[src/rpfc_pkg.sv]
// shared constants and types for the reset and power-fail control block
`default_nettype none
package rpfc_pkg;
  // clock and timing
  localparam int unsigned CLK_HZ = 50_000_000;
  localparam int unsigned RST_MIN_PERIODS = 8;
  localparam int unsigned STARTUP_MS = 64;
  localparam longint unsigned STARTUP_CYC_DEF = (64'(STARTUP_MS) * 64'(CLK_HZ) + 64'd999) / 64'd1000;
  localparam int unsigned STARTUP_EXTRA = 7;
  localparam int unsigned PF_FILTER_NS = 100;
  localparam int unsigned PF_CYC = (PF_FILTER_NS * (CLK_HZ / 1_000_000) + 999) / 1000;
  localparam int unsigned CNT_W = 24;
  localparam int unsigned LOW_W = 4;
  localparam int unsigned PF_W = 4;
  // reset vector addresses
  localparam logic [15:0] VEC_LO_ADDR = 16'hFFFE;
  localparam logic [15:0] VEC_HI_ADDR = 16'hFFFF;
  // register byte offsets
  localparam logic [7:0] OFS_PFCTRL = 8'h00;
  localparam logic [7:0] OFS_CLKCTRL = 8'h04;
  localparam logic [7:0] OFS_COREINIT = 8'h08;
  localparam logic [7:0] OFS_STATUS = 8'h0C;
  localparam logic [1:0] HTRANS_NONSEQ = 2'h2;
  // power-fail control fields
  localparam int unsigned PF_EN_BIT = 0;
  localparam int unsigned PF_RESP_BIT = 1;
  localparam int unsigned PF_OFF_BIT = 2;
  // clock control fields
  localparam int unsigned CK_WDT_RST_BIT = 0;
  localparam int unsigned CK_SUB_CLK_BIT = 1;
  // core init fields
  localparam int unsigned CI_RPR_LSB = 0;
  localparam int unsigned CI_DP_BIT = 8;
  localparam int unsigned CI_PCLK_BIT = 9;
  localparam int unsigned CI_WDT_BIT = 10;
  // status fields
  localparam int unsigned ST_EXT_BIT = 0;
  localparam int unsigned ST_WDT_BIT = 1;
  localparam int unsigned ST_PF_BIT = 2;
  localparam int unsigned ST_FRZ_BIT = 3;
  localparam int unsigned ST_RUN_BIT = 4;
  localparam int unsigned ST_LVL_LSB = 5;

  typedef struct packed {
    logic detect_off;
    logic response_reset;
    logic enable;
  } rpfc_pfctrl_t;

  typedef struct packed {
    logic sub_clk;
    logic wdt_reset_sel;
  } rpfc_clkctrl_t;

  typedef struct packed {
    logic wdt_en;
    logic periph_clk_en;
    logic dp_flag;
    logic [7:0] ram_page;
  } rpfc_coreinit_t;

  typedef struct packed {
    logic ext;
    logic wdt;
    logic pf;
  } rpfc_cause_t;

  typedef enum logic [2:0] {
    ST_HOLD,
    ST_WAIT,
    ST_VLO,
    ST_VHI,
    ST_GLO,
    ST_GHI,
    ST_RUN
  } rpfc_state_t;
endpackage
`default_nettype wire

[src/rpfc_sync.sv]
// three-stage synchroniser with agreement filter for pin inputs
`default_nettype none
module rpfc_sync #(
  parameter int unsigned W = 1,
  parameter logic [W-1:0] RST_VAL = '0
) (
  input wire logic hclk,
  input wire logic hresetn,
  input wire logic [W-1:0] din,
  output logic [W-1:0] dout
);
  logic [W-1:0] s1_q;
  logic [W-1:0] s2_q;
  logic [W-1:0] s3_q;
  logic [W-1:0] out_q;
  logic [W-1:0] out_d;

  genvar i;
  generate
    for (i = 0; i < W; i++) begin : g_bit
      // change counts once stages two and three agree
      always_comb begin
        out_d[i] = (s2_q[i] == s3_q[i]) ? s3_q[i] : out_q[i];
      end
    end
  endgenerate

  always_ff @(posedge hclk or negedge hresetn) begin
    if (!hresetn) begin
      s1_q <= RST_VAL;
      s2_q <= RST_VAL;
      s3_q <= RST_VAL;
      out_q <= RST_VAL;
    end else begin
      s1_q <= din;
      s2_q <= s1_q;
      s3_q <= s2_q;
      out_q <= out_d;
    end
  end

  assign dout = out_q;
endmodule
`default_nettype wire

[src/rpfc_top.sv]
// reset and power-fail control with ahb-lite register slave
// What this block does
// - pin and watchdog reset initialise identically
// - wait 64ms plus seven periods before run
// - load pc from FFFF high, FFFE low
// - reset clears page, flag, clocks, watchdog, detector
// - data ram untouched; only control state reinitialised
// - control bits enable or disable detection
// - supply low 100ns resets or freezes core
// - threshold from config bits or mask option
// - watchdog expiry resets when select bit set
//
// Implementation choices: register access over AHB-Lite and the address map.
`default_nettype none
module rpfc_top #(
  parameter int unsigned STARTUP_CYC = 32'(rpfc_pkg::STARTUP_CYC_DEF),
  parameter logic [1:0] MASK_LEVEL = 2'h0
) (
  input wire logic hclk,
  input wire logic hresetn,
  input wire logic hsel,
  input wire logic [31:0] haddr,
  input wire logic [1:0] htrans,
  input wire logic hwrite,
  input wire logic [2:0] hsize,
  input wire logic [31:0] hwdata,
  input wire logic hready,
  output logic [31:0] hrdata,
  output logic hreadyout,
  output logic hresp,
  input wire logic reset_pin_n,
  input wire logic supply_low,
  input wire logic wdt_expire,
  input wire logic otp_part,
  input wire logic cfg_fail_level_lo,
  input wire logic cfg_fail_level_hi,
  input wire logic [7:0] vec_data,
  output logic vec_rd,
  output logic [15:0] vec_addr,
  output logic [15:0] pc_value,
  output logic pc_load,
  output logic core_reset,
  output logic ctrl_init,
  output logic core_freeze,
  output logic [7:0] ram_page_reg,
  output logic dp_flag,
  output logic sub_clk_sel,
  output logic periph_clk_en,
  output logic wdt_enable,
  output logic detect_active,
  output logic fail_level_sel_lo,
  output logic fail_level_sel_hi
);
  localparam int unsigned WAIT_LAST = STARTUP_CYC + rpfc_pkg::STARTUP_EXTRA - 1;

  logic [1:0] pins;

  // pin inputs through three-stage synchroniser
  rpfc_sync #(.W(2), .RST_VAL(2'h1)) u_sync (
    .hclk(hclk),
    .hresetn(hresetn),
    .din({supply_low, reset_pin_n}),
    .dout(pins)
  );

  wire pin_low = ~pins[0];
  wire supply_bad = pins[1];

  function automatic logic [31:0] rd_mux(input logic [7:0] ofs, input logic [31:0] pf, input logic [31:0] ck,
                                         input logic [31:0] ci, input logic [31:0] st);
    case (ofs)
      rpfc_pkg::OFS_PFCTRL: rd_mux = pf;
      rpfc_pkg::OFS_CLKCTRL: rd_mux = ck;
      rpfc_pkg::OFS_COREINIT: rd_mux = ci;
      rpfc_pkg::OFS_STATUS: rd_mux = st;
      default: rd_mux = 32'h0;
    endcase
  endfunction

  // register and sequence state
  rpfc_pkg::rpfc_state_t state_q, state_d;
  logic [31:0] cnt_q, cnt_d;
  logic [rpfc_pkg::LOW_W-1:0] low_q, low_d;
  logic [rpfc_pkg::PF_W-1:0] pfc_q, pfc_d;
  rpfc_pkg::rpfc_pfctrl_t pfctrl_q, pfctrl_d;
  rpfc_pkg::rpfc_clkctrl_t clkctrl_q, clkctrl_d;
  rpfc_pkg::rpfc_coreinit_t ci_q, ci_d;
  rpfc_pkg::rpfc_cause_t cause_q, cause_d;
  logic [7:0] vlo_q, vlo_d;
  logic [15:0] pc_q, pc_d;
  logic pcl_q, pcl_d;
  logic vrd_q, vrd_d;
  logic [15:0] vad_q, vad_d;
  logic init_q, init_d;
  logic frz_q, frz_d;
  logic [1:0] lvl_q, lvl_d;
  logic wr_q, wr_d;
  logic [7:0] wa_q, wa_d;
  logic [31:0] rd_q, rd_d;
  logic det_q, det_d;

  logic det_on, pf_hit, ext_acc, wdt_rst, pf_rst, trig;
  logic addr_ok;
  logic [31:0] pf_word, ck_word, ci_word, st_word;

  always_comb begin
    det_on = pfctrl_q.enable & ~pfctrl_q.detect_off;
    pf_hit = det_on && (32'(pfc_q) >= rpfc_pkg::PF_CYC);
    // this cycle counts as the last of the required low periods
    ext_acc = pin_low && (32'(low_q) >= rpfc_pkg::RST_MIN_PERIODS - 1);
    wdt_rst = wdt_expire & clkctrl_q.wdt_reset_sel;
    pf_rst = pf_hit & pfctrl_q.response_reset;
    trig = ext_acc | wdt_rst | pf_rst;
    pf_word = 32'h0;
    pf_word[rpfc_pkg::PF_EN_BIT] = pfctrl_q.enable;
    pf_word[rpfc_pkg::PF_RESP_BIT] = pfctrl_q.response_reset;
    pf_word[rpfc_pkg::PF_OFF_BIT] = pfctrl_q.detect_off;
    ck_word = 32'h0;
    ck_word[rpfc_pkg::CK_WDT_RST_BIT] = clkctrl_q.wdt_reset_sel;
    ck_word[rpfc_pkg::CK_SUB_CLK_BIT] = clkctrl_q.sub_clk;
    ci_word = 32'h0;
    ci_word[rpfc_pkg::CI_RPR_LSB +: 8] = ci_q.ram_page;
    ci_word[rpfc_pkg::CI_DP_BIT] = ci_q.dp_flag;
    ci_word[rpfc_pkg::CI_PCLK_BIT] = ci_q.periph_clk_en;
    ci_word[rpfc_pkg::CI_WDT_BIT] = ci_q.wdt_en;
    st_word = 32'h0;
    st_word[rpfc_pkg::ST_EXT_BIT] = cause_q.ext;
    st_word[rpfc_pkg::ST_WDT_BIT] = cause_q.wdt;
    st_word[rpfc_pkg::ST_PF_BIT] = cause_q.pf;
    st_word[rpfc_pkg::ST_FRZ_BIT] = frz_q;
    st_word[rpfc_pkg::ST_RUN_BIT] = (state_q == rpfc_pkg::ST_RUN);
    st_word[rpfc_pkg::ST_LVL_LSB +: 2] = lvl_q;
  end

  // reset sequencer
  always_comb begin
    state_d = state_q;
    cnt_d = cnt_q;
    vlo_d = vlo_q;
    pc_d = pc_q;
    pcl_d = 1'b0;
    vrd_d = 1'b0;
    vad_d = vad_q;
    init_d = 1'b0;
    cause_d = cause_q;
    // low-time counter saturates, clears on high
    low_d = pin_low ? ((32'(low_q) >= rpfc_pkg::RST_MIN_PERIODS) ? low_q : low_q + 1'b1) : '0;
    // supply filter counts while detection is active and supply is low, clears otherwise
    if (det_on && supply_bad) begin
      pfc_d = (32'(pfc_q) >= rpfc_pkg::PF_CYC) ? pfc_q : pfc_q + 1'b1;
    end else begin
      pfc_d = '0;
    end
    frz_d = pf_hit & ~pfctrl_q.response_reset;
    lvl_d = otp_part ? {cfg_fail_level_hi, cfg_fail_level_lo} : MASK_LEVEL;
    if (trig) begin
      state_d = rpfc_pkg::ST_HOLD;
      cnt_d = 32'h0;
      init_d = 1'b1;
      cause_d.ext = ext_acc;
      cause_d.wdt = wdt_rst;
      cause_d.pf = pf_rst;
    end else begin
      case (state_q)
        rpfc_pkg::ST_HOLD: begin
          cnt_d = 32'h0;
          if (!pin_low) begin
            state_d = rpfc_pkg::ST_WAIT;
          end
        end
        rpfc_pkg::ST_WAIT: begin
          if (cnt_q >= WAIT_LAST) begin
            state_d = rpfc_pkg::ST_VLO;
          end else begin
            cnt_d = cnt_q + 32'h1;
          end
        end
        rpfc_pkg::ST_VLO: begin
          vrd_d = 1'b1;
          vad_d = rpfc_pkg::VEC_LO_ADDR;
          state_d = rpfc_pkg::ST_VHI;
        end
        rpfc_pkg::ST_VHI: begin
          vrd_d = 1'b1;
          vad_d = rpfc_pkg::VEC_HI_ADDR;
          state_d = rpfc_pkg::ST_GLO;
        end
        rpfc_pkg::ST_GLO: begin
          vlo_d = vec_data;
          state_d = rpfc_pkg::ST_GHI;
        end
        rpfc_pkg::ST_GHI: begin
          pc_d = {vec_data, vlo_q};
          pcl_d = 1'b1;
          state_d = rpfc_pkg::ST_RUN;
        end
        rpfc_pkg::ST_RUN: begin
          state_d = rpfc_pkg::ST_RUN;
        end
        default: begin
          state_d = rpfc_pkg::ST_HOLD;
        end
      endcase
    end
  end

  // ahb-lite slave, zero wait states
  always_comb begin
    addr_ok = hsel && hready && (htrans == rpfc_pkg::HTRANS_NONSEQ);
    wr_d = addr_ok & hwrite;
    wa_d = addr_ok ? haddr[7:0] : wa_q;
    rd_d = (addr_ok && !hwrite) ? rd_mux(haddr[7:0], pf_word, ck_word, ci_word, st_word) : rd_q;
    pfctrl_d = pfctrl_q;
    clkctrl_d = clkctrl_q;
    ci_d = ci_q;
    if (wr_q) begin
      case (wa_q)
        rpfc_pkg::OFS_PFCTRL: begin
          pfctrl_d.enable = hwdata[rpfc_pkg::PF_EN_BIT];
          pfctrl_d.response_reset = hwdata[rpfc_pkg::PF_RESP_BIT];
          pfctrl_d.detect_off = hwdata[rpfc_pkg::PF_OFF_BIT];
        end
        rpfc_pkg::OFS_CLKCTRL: begin
          clkctrl_d.wdt_reset_sel = hwdata[rpfc_pkg::CK_WDT_RST_BIT];
          clkctrl_d.sub_clk = hwdata[rpfc_pkg::CK_SUB_CLK_BIT];
        end
        rpfc_pkg::OFS_COREINIT: begin
          ci_d.ram_page = hwdata[rpfc_pkg::CI_RPR_LSB +: 8];
          ci_d.dp_flag = hwdata[rpfc_pkg::CI_DP_BIT];
          ci_d.periph_clk_en = hwdata[rpfc_pkg::CI_PCLK_BIT];
          ci_d.wdt_en = hwdata[rpfc_pkg::CI_WDT_BIT];
        end
        default: begin
          ci_d = ci_q;
        end
      endcase
    end
    // any reset source restores control defaults; data ram is not touched
    if (trig) begin
      pfctrl_d = '0;
      clkctrl_d = '0;
      ci_d = '0;
    end
    // registered copy so the output comes from a flip-flop
    det_d = pfctrl_d.enable & ~pfctrl_d.detect_off;
  end

  always_ff @(posedge hclk or negedge hresetn) begin
    if (!hresetn) begin
      state_q <= rpfc_pkg::ST_HOLD;
      cnt_q <= 32'h0;
      low_q <= '0;
      pfc_q <= '0;
      pfctrl_q <= '0;
      clkctrl_q <= '0;
      ci_q <= '0;
      cause_q <= '0;
      vlo_q <= 8'h0;
      pc_q <= 16'h0;
      pcl_q <= 1'b0;
      vrd_q <= 1'b0;
      vad_q <= 16'h0;
      init_q <= 1'b1;
      frz_q <= 1'b0;
      lvl_q <= 2'h0;
      wr_q <= 1'b0;
      wa_q <= 8'h0;
      rd_q <= 32'h0;
      det_q <= 1'b0;
    end else begin
      state_q <= state_d;
      cnt_q <= cnt_d;
      low_q <= low_d;
      pfc_q <= pfc_d;
      pfctrl_q <= pfctrl_d;
      clkctrl_q <= clkctrl_d;
      ci_q <= ci_d;
      cause_q <= cause_d;
      vlo_q <= vlo_d;
      pc_q <= pc_d;
      pcl_q <= pcl_d;
      vrd_q <= vrd_d;
      vad_q <= vad_d;
      init_q <= init_d;
      frz_q <= frz_d;
      lvl_q <= lvl_d;
      wr_q <= wr_d;
      wa_q <= wa_d;
      rd_q <= rd_d;
      det_q <= det_d;
    end
  end

  // core reset held from power-up until the vector is loaded
  logic crst_q;
  always_ff @(posedge hclk or negedge hresetn) begin
    if (!hresetn) begin
      crst_q <= 1'b1;
    end else begin
      crst_q <= (state_d != rpfc_pkg::ST_RUN);
    end
  end

  assign hrdata = rd_q;
  assign hreadyout = 1'b1;
  assign hresp = 1'b0;
  assign vec_rd = vrd_q;
  assign vec_addr = vad_q;
  assign pc_value = pc_q;
  assign pc_load = pcl_q;
  assign core_reset = crst_q;
  assign ctrl_init = init_q;
  assign core_freeze = frz_q;
  assign ram_page_reg = ci_q.ram_page;
  assign dp_flag = ci_q.dp_flag;
  assign sub_clk_sel = clkctrl_q.sub_clk;
  assign periph_clk_en = ci_q.periph_clk_en;
  assign wdt_enable = ci_q.wdt_en;
  assign detect_active = det_q;
  assign fail_level_sel_lo = lvl_q[0];
  assign fail_level_sel_hi = lvl_q[1];
endmodule
`default_nettype wire

[config.mk]
export PLATFORM = sky130hd
export DESIGN_NAME = rpfc_top
export DESIGN_NICKNAME = d
export VERILOG_FILES = /design/src/rpfc_pkg.sv /design/src/rpfc_sync.sv /design/src/rpfc_top.sv
export SDC_FILE = /design/constraint.sdc
export NUM_CORES = 1
export LEC_CHECK = 0
export ABC_AREA = 1
export BUFFER_PORTS_ARGS = -buffer_cell sky130_fd_sc_hd__buf_2
export CELL_PAD_IN_SITES_DETAIL_PLACEMENT = 0
export CELL_PAD_IN_SITES_GLOBAL_PLACEMENT = 1
export CORE_AREA = 2 2 135 137
export CTS_CLUSTER_SIZE = 25
export DETAILED_ROUTE_END_ITERATION = 7
export DIE_AREA = 0 0 137 139
export GPL_TIMING_DRIVEN = 0
export PLACE_DENSITY = 0.85
export SLEW_MARGIN = 5
export SYNTH_ARGS = -nofsm -noshare
export SYNTH_HDL_FRONTEND = slang
export SYNTH_SLANG_ARGS = --single-unit
[constraint.sdc]
create_clock -name hclk -period 2.1 [get_ports hclk]
set_clock_uncertainty 0.15 [all_clocks]
set_input_delay 0.42 -clock hclk [delete_from_list [all_inputs] [get_ports hclk]]
set_output_delay 0.42 -clock hclk [all_outputs]
set_load 0.02 [all_outputs]
Word-level counts from Yosys, hierarchy flattened --
Index checks and enable logic that the tools add are counted. W data, S select, Z words.
Cells by class: add/subtract/negate cells 3, $lt $le $gt $ge 4, equality and inequality tests 18, multiplexer cells 28, bitwise logic cells 13, reduce and logical (&&, ||, !) cells 25
Operators by type and width (number):
- $mux W32 | 2
- $pmux W32 S2 | 1
- $pmux W11 S4 | 1
- $mux W11 | 3
- $add A32 B1 Y32 const B | 1
- $ge A32 B22 Y1 const B | 1
- $pmux W16 S2 | 1
- $eq A8 B4 Y1 const B | 3
- $mux W3 | 6
- $pmux W3 S6 | 1
- $eq A8 B3 Y1 const B | 2
- $logic_not A8 Y1 | 2
- $mux W4 | 4
- $reduce_and A2 Y1 | 7
- $reduce_bool A2 Y1 | 5
- $eq A3 B3 Y1 const B | 3
- $add A4 B1 Y4 const B | 2
- $ge A4 B3 Y1 const B | 2
- $mux W2 | 4
- $and A1 B1 Y1 | 6
- $eq A3 B2 Y1 const B | 2
- $logic_and A1 B1 Y1 | 6
- $ne A3 B3 Y1 const B | 2
- $mux W1 | 5
- other kinds (12) | 19
Word-level totals: register bits after elaboration 159, output and inout bits 86, word-level logic and storage cells 125

Longest topological paths before layout --
word-level depth 8, gate-level depth with buffers 14, gate-level depth less buffers 13

Modules after synthesis --
A second synthesis with hierarchy kept.
Unflattened totals: cell total of the unflattened synthesis 765, area, all modules 6312.3 µm²
By module, submodules not included:
- rpfc_top | times used 1, cells an instance 749, area an instance 6074.6 µm², sequential area each 2905.3 µm²
- rpfc_sync | times used 1, cells an instance 16, area an instance 237.7 µm², sequential area each 205.2 µm²

Worst setup path before layout --
Ideal clock, no wire load.
path type register -> register, from reg pfc_q[0] (netlist name), to reg vad_q[14] (netlist: vec_addr[14]), arrival 1.575 ns, data required time 1.823 ns, slack 0.248 ns, stages on the path, launching flop included 12, path buffers 0, cells stage by stage dfrtp_1 > inv_1 > ha_1 > nand2_1 > nand2_1 > nand2_1 > nand3_1 > nand2_2 > inv_4 > nand3_1 > inv_1 > or2_2
On the way: longest elaborated chain between the ends 6
RTL lines:
- start: declaration | RTL line rpfc_top.sv:84 | logic [rpfc_pkg::PF_W-1:0] pfc_q, pfc_d;
- start signal: assignment | RTL line rpfc_top.sv:274 | pfc_q <= pfc_d;
- $ge A4 B3 Y1 | RTL line rpfc_top.sv:108 | pf_hit = det_on && (32'(pfc_q) >= rpfc_pkg::PF_CYC);
- $logic_and A1 B1 Y1 | RTL line rpfc_top.sv:108
- $and A1 B1 Y1 | RTL line rpfc_top.sv:112 | pf_rst = pf_hit & pfctrl_q.response_reset;
- $or A1 B1 Y1 | RTL line rpfc_top.sv:113 | trig = ext_acc | wdt_rst | pf_rst;
- $not A1 Y1 (no source line)
- $reduce_and A2 Y1 (no source line)
- end signal: assignment | RTL line rpfc_top.sv:283 | vad_q <= vad_d;
- end: declaration | RTL line rpfc_top.sv:93 | logic [15:0] vad_q, vad_d;
Every way passes these cells. A chain may end at the register's enable or synchronous reset.

Worst setup path in the final report --
from reg pfc_q[0] (netlist name), to reg cnt_q[17]
On the way: longest elaborated chain between the ends 6, elaborated cells on any way between the ends 8
RTL lines:
- $ge A4 B3 Y1 (*) | RTL line rpfc_top.sv:108
- $logic_and A1 B1 Y1 (*) | RTL line rpfc_top.sv:108
- $and A1 B1 Y1 (*) | RTL line rpfc_top.sv:112
- $or A1 B1 Y1 (*) | RTL line rpfc_top.sv:113
- $ne A3 B3 Y1 (no source line) / $reduce_bool A3 Y1 (equally long branches)
- $reduce_and A2 Y1 (no source line)
- end signal: assignment | RTL line rpfc_top.sv:272 | cnt_q <= cnt_d;
- end: declaration | RTL line rpfc_top.sv:82 | logic [31:0] cnt_q, cnt_d;
Every way passes the cells marked *; elsewhere a longest branch is shown, timed or not.

==> key figures <==
Final layout
  – Post-route insts no fill: 1,128
  – Most frequent cells in the layout: nand2_1, dfrtp_1, buf_2
  – Area Overhead vs Synth: 29.5%
  – Top reg by flops: cnt_q
  – Max reg flops: 32
  – Commonest non-fill, non-tap cell in the layout: nand2_1
  – Layout net count: 981
  – Layout cell share with drive strength beyond 1: 0.255
  – Fill cells: 1,768
  – Antenna cells: 0

Synth
  – Largest family of logic cells by synthesized area: simple AND/OR/NAND/NOR gates
  – Avg Inst Size Synth: 8.26 sq um
  – Asr flop ratio synth: 1.00
  – Synth warn: 0
  – Synth Instances: 732
  – Ranking of synthesized cells by area: dfrtp_1, nand2_1, inv_1
  – Synth Flop Type: dfrtp_1
  – Mux share of post-synthesis cell area: 0
  – Post-Synth Adder-Cell Area: 0.0178
  – Post-synthesis xor/xnor area fraction: 0.0159
  – Synth Area in Compound Gates: 0.0720
  – Post-synthesis sequential area ratio: 0.514
  – #FFs+latches synth: 124
  – Yosys cell types: 40
  – Number of synthesized flops with an enable pin: 0
  – Cell area after synthesis: 6050 sq um
  – Leading area contributor after synthesis: dfrtp_1
  – Top-area cell type share of the netlist area: 0.488
  – Post-synthesis simple-gate area fraction: 0.266

Placement
  – RD Place Congestion: 0.819
  – Cell total after placement: 1,085
  – Hpwl dp: 10.2 mm
  – IO Port Bufs: 102

Worst setup path
  – Worst r2r src: pfc_q[0]
  – CP endpoint kind: flip-flop
  – Crit Path Category: flip-flop to flip-flop
  – Crit path launch: pfc_q[0]
  – CP Data Required Time: 2300 ps
  – CP max FO: 6
  – Worst setup SP type: flip-flop
  – Crit path DAT: 2200 ps

Power
  – Switching power: 0.00203 W
  – Switch share: 0.290
  – Power Density: 894 nW/um^2
  – Maximum VDD drop: 0.445 mV
  – Combinational Power Share: 0.182
  – Pleak: 4.15 nW
  – Clock Power Share: 0.438
  – Sequential power share: 0.379
  – Cell Int Power: 0.00497 W

Routing
  – Via Count: 5,112
  – Pre-Repair DR Iteration Count: 4
  – DR iter-0 viols: 242
  – DRC errors left: 0
  – Final ANT Viol Nets: 0
  – Number of vias per cell: 4.53
  – Post-DR wirelength/cell: 12.6 um
  – Routed WL: 14.2 mm

Min path
  – Worst Hold Launch: cfg_fail_level_lo
  – Hold crit path type: input port to flip-flop

Timing
  – Total negative slack: 0 ps
  – Final Slew Violations: 0
  – Final Hold Viols: 0
  – FMAX: 0.501 GHz
  – Final Setup Violations: 0
  – Period utilization: 0.951
  – Min Tclk post-route: 2000 ps

Die
  – CORE AREA: 17,700 sq um
  – Vert. Die Dim: 139 um
  – Ports: 174
  – Std-Cell Rows: 49
  – Die ar.: 19,000 sq um
  – Chip width: 137 um
  – Initial Util: 0.343

Global routing
  – Pin count of the biggest net entering global routing: 77
  – GRT Resource Usage Total: 0.156
  – Antenna violations before repair: 0
  – First-pass GRT wire length: 23.8 mm
  – Vias in the first global route: 4,939
  – Total congestion overflow: 0

Clock tree
  – Clock Tree Buf Depth: 2
  – CTS Buf Count: 17
  – Latest clock arrival within the worst-skew pair: 410 ps
  – Clock Sinks: 124
  – CTS root buffer: clkbuf_16
  – CTS tree: yes
  – Htree depth: 4
  – Worst-path clk slew: 60 ps

Job
  – Max Cap Violations: 0

Outcome
  – Outcome: finished, final reports clean
[what timing repair did]
action / CTS / global route
endpoints found under the setup margin: 57 / 70
endpoints found under the hold margin: 46 / 0
resized for setup: 6 / 26
pin swaps: 0 / 6
gates cloned: 0 / 2
hold buffers: 3 / 0
setup buffers: 0 / 6
[power by group through the flow]
stage,combinational [W],clock (W),sequential [W]
6_report,0.00128,0.00307,0.00266
5_1_grt,0.00141,0.00325,0.00268
4_1_cts,0.00108,0.00313,0.00265
3_5_place_dp,0.00106,0,0.00270
3_3_place_gp,0.00105,0,0.00269
2_1_floorplan,0.000649,0,0.00271
[final timing paths]
path	slack (ps)	to	depth (start not counted)
max	100	cnt_q[17]	13
min	60	lvl_q[0]	3
max reg2reg	100	cnt_q[17]	13
min reg2reg	200	u_sync.s2_q[1]	0
max in group asynchronous	640	u_sync.dout[0]	3
min in group asynchronous	370	cnt_q[15]	2
[synthesized netlist by cell type, types with 2 or more instances]
cell	number
a21boi_0	2
nand3_1	41
nand4_1	33
and2_1	2
clkbuf_1	2
inv_2	3
o31ai_1	2
nand2_1	217
a21oi_1	14
buf_4	39
dfrtp_1	118
inv_1	79
a21boi_1	2
nor3_1	5
or2_2	3
ha_1	7
nand2_2	5
buf_2	11
o21ai_1	2
nand3b_1	2
o211ai_1	3
dfstp_2	6
nor2_2	3
xnor2_1	6
nor2_1	50
maj3_1	2
o21ai_0	53
conb_1	2
xor2_1	5
nor2_4	2
nand3_2	2
[metrics by stage]
step	hold WS, ps	util	setup slack [ps]	total power, W	cell area (sq um)
final	58.1	0.444	102	0.00700	7830
after global routing	78.7	0.444	-15.8	0.00733	7830
after CTS	41.3	0.432	11.9	0.00686	7630
after detailed placement	196	0.394	-140	0.00375	6960
after global placement	185	0.392	-1210	0.00374	6920
after floorplan	-25.6	-	248	0.00336	6130
[kinds of logic after synthesis]
kind of cell / after synthesis
AND/OR/NAND/NOR: 368
buffers and inverters: 137
flip-flops: 124
AO/OA/AOI/OAI: 81
XOR/XNOR: 11
adder cells (fa/ha/maj): 9
other: 2
[critical path: stages (launching register included)]
cell and delay (ps):
dfrtp_1 410, inv_1 100, ha_1 160, nand2_1 70
nand2_2 90, nand2_4 70, nand3_4 110, nand2_8 90
nor2_4 150, nand3_4 130, nand2_8 150, clkbuf_16 160
nand2_1 40, nand2_1 60
[layer usage]
layer  track usage  share of wire  up-vias
met5             0              0        -
met4        0.0472          0.013        0
met3        0.0380          0.054       16
met2         0.248           0.46      123
met1         0.209           0.47     2372
li1              -              -     2601
[cell type report]
cell class | count | area [sq um] | area share
multi-input cells | 492 | 2420 | 0.309
repair buffers | 114 | 669 | 0.0855
flip-flops and latches | 124 | 3110 | 0.397
well taps | 229 | 287 | 0.0366
plain buffers | 54 | 402 | 0.0513
inverters | 83 | 317 | 0.0404
clock inverters | 15 | 198 | 0.0252
clock buffers | 17 | 425 | 0.0543
Power figures use the tool's default switching activity.
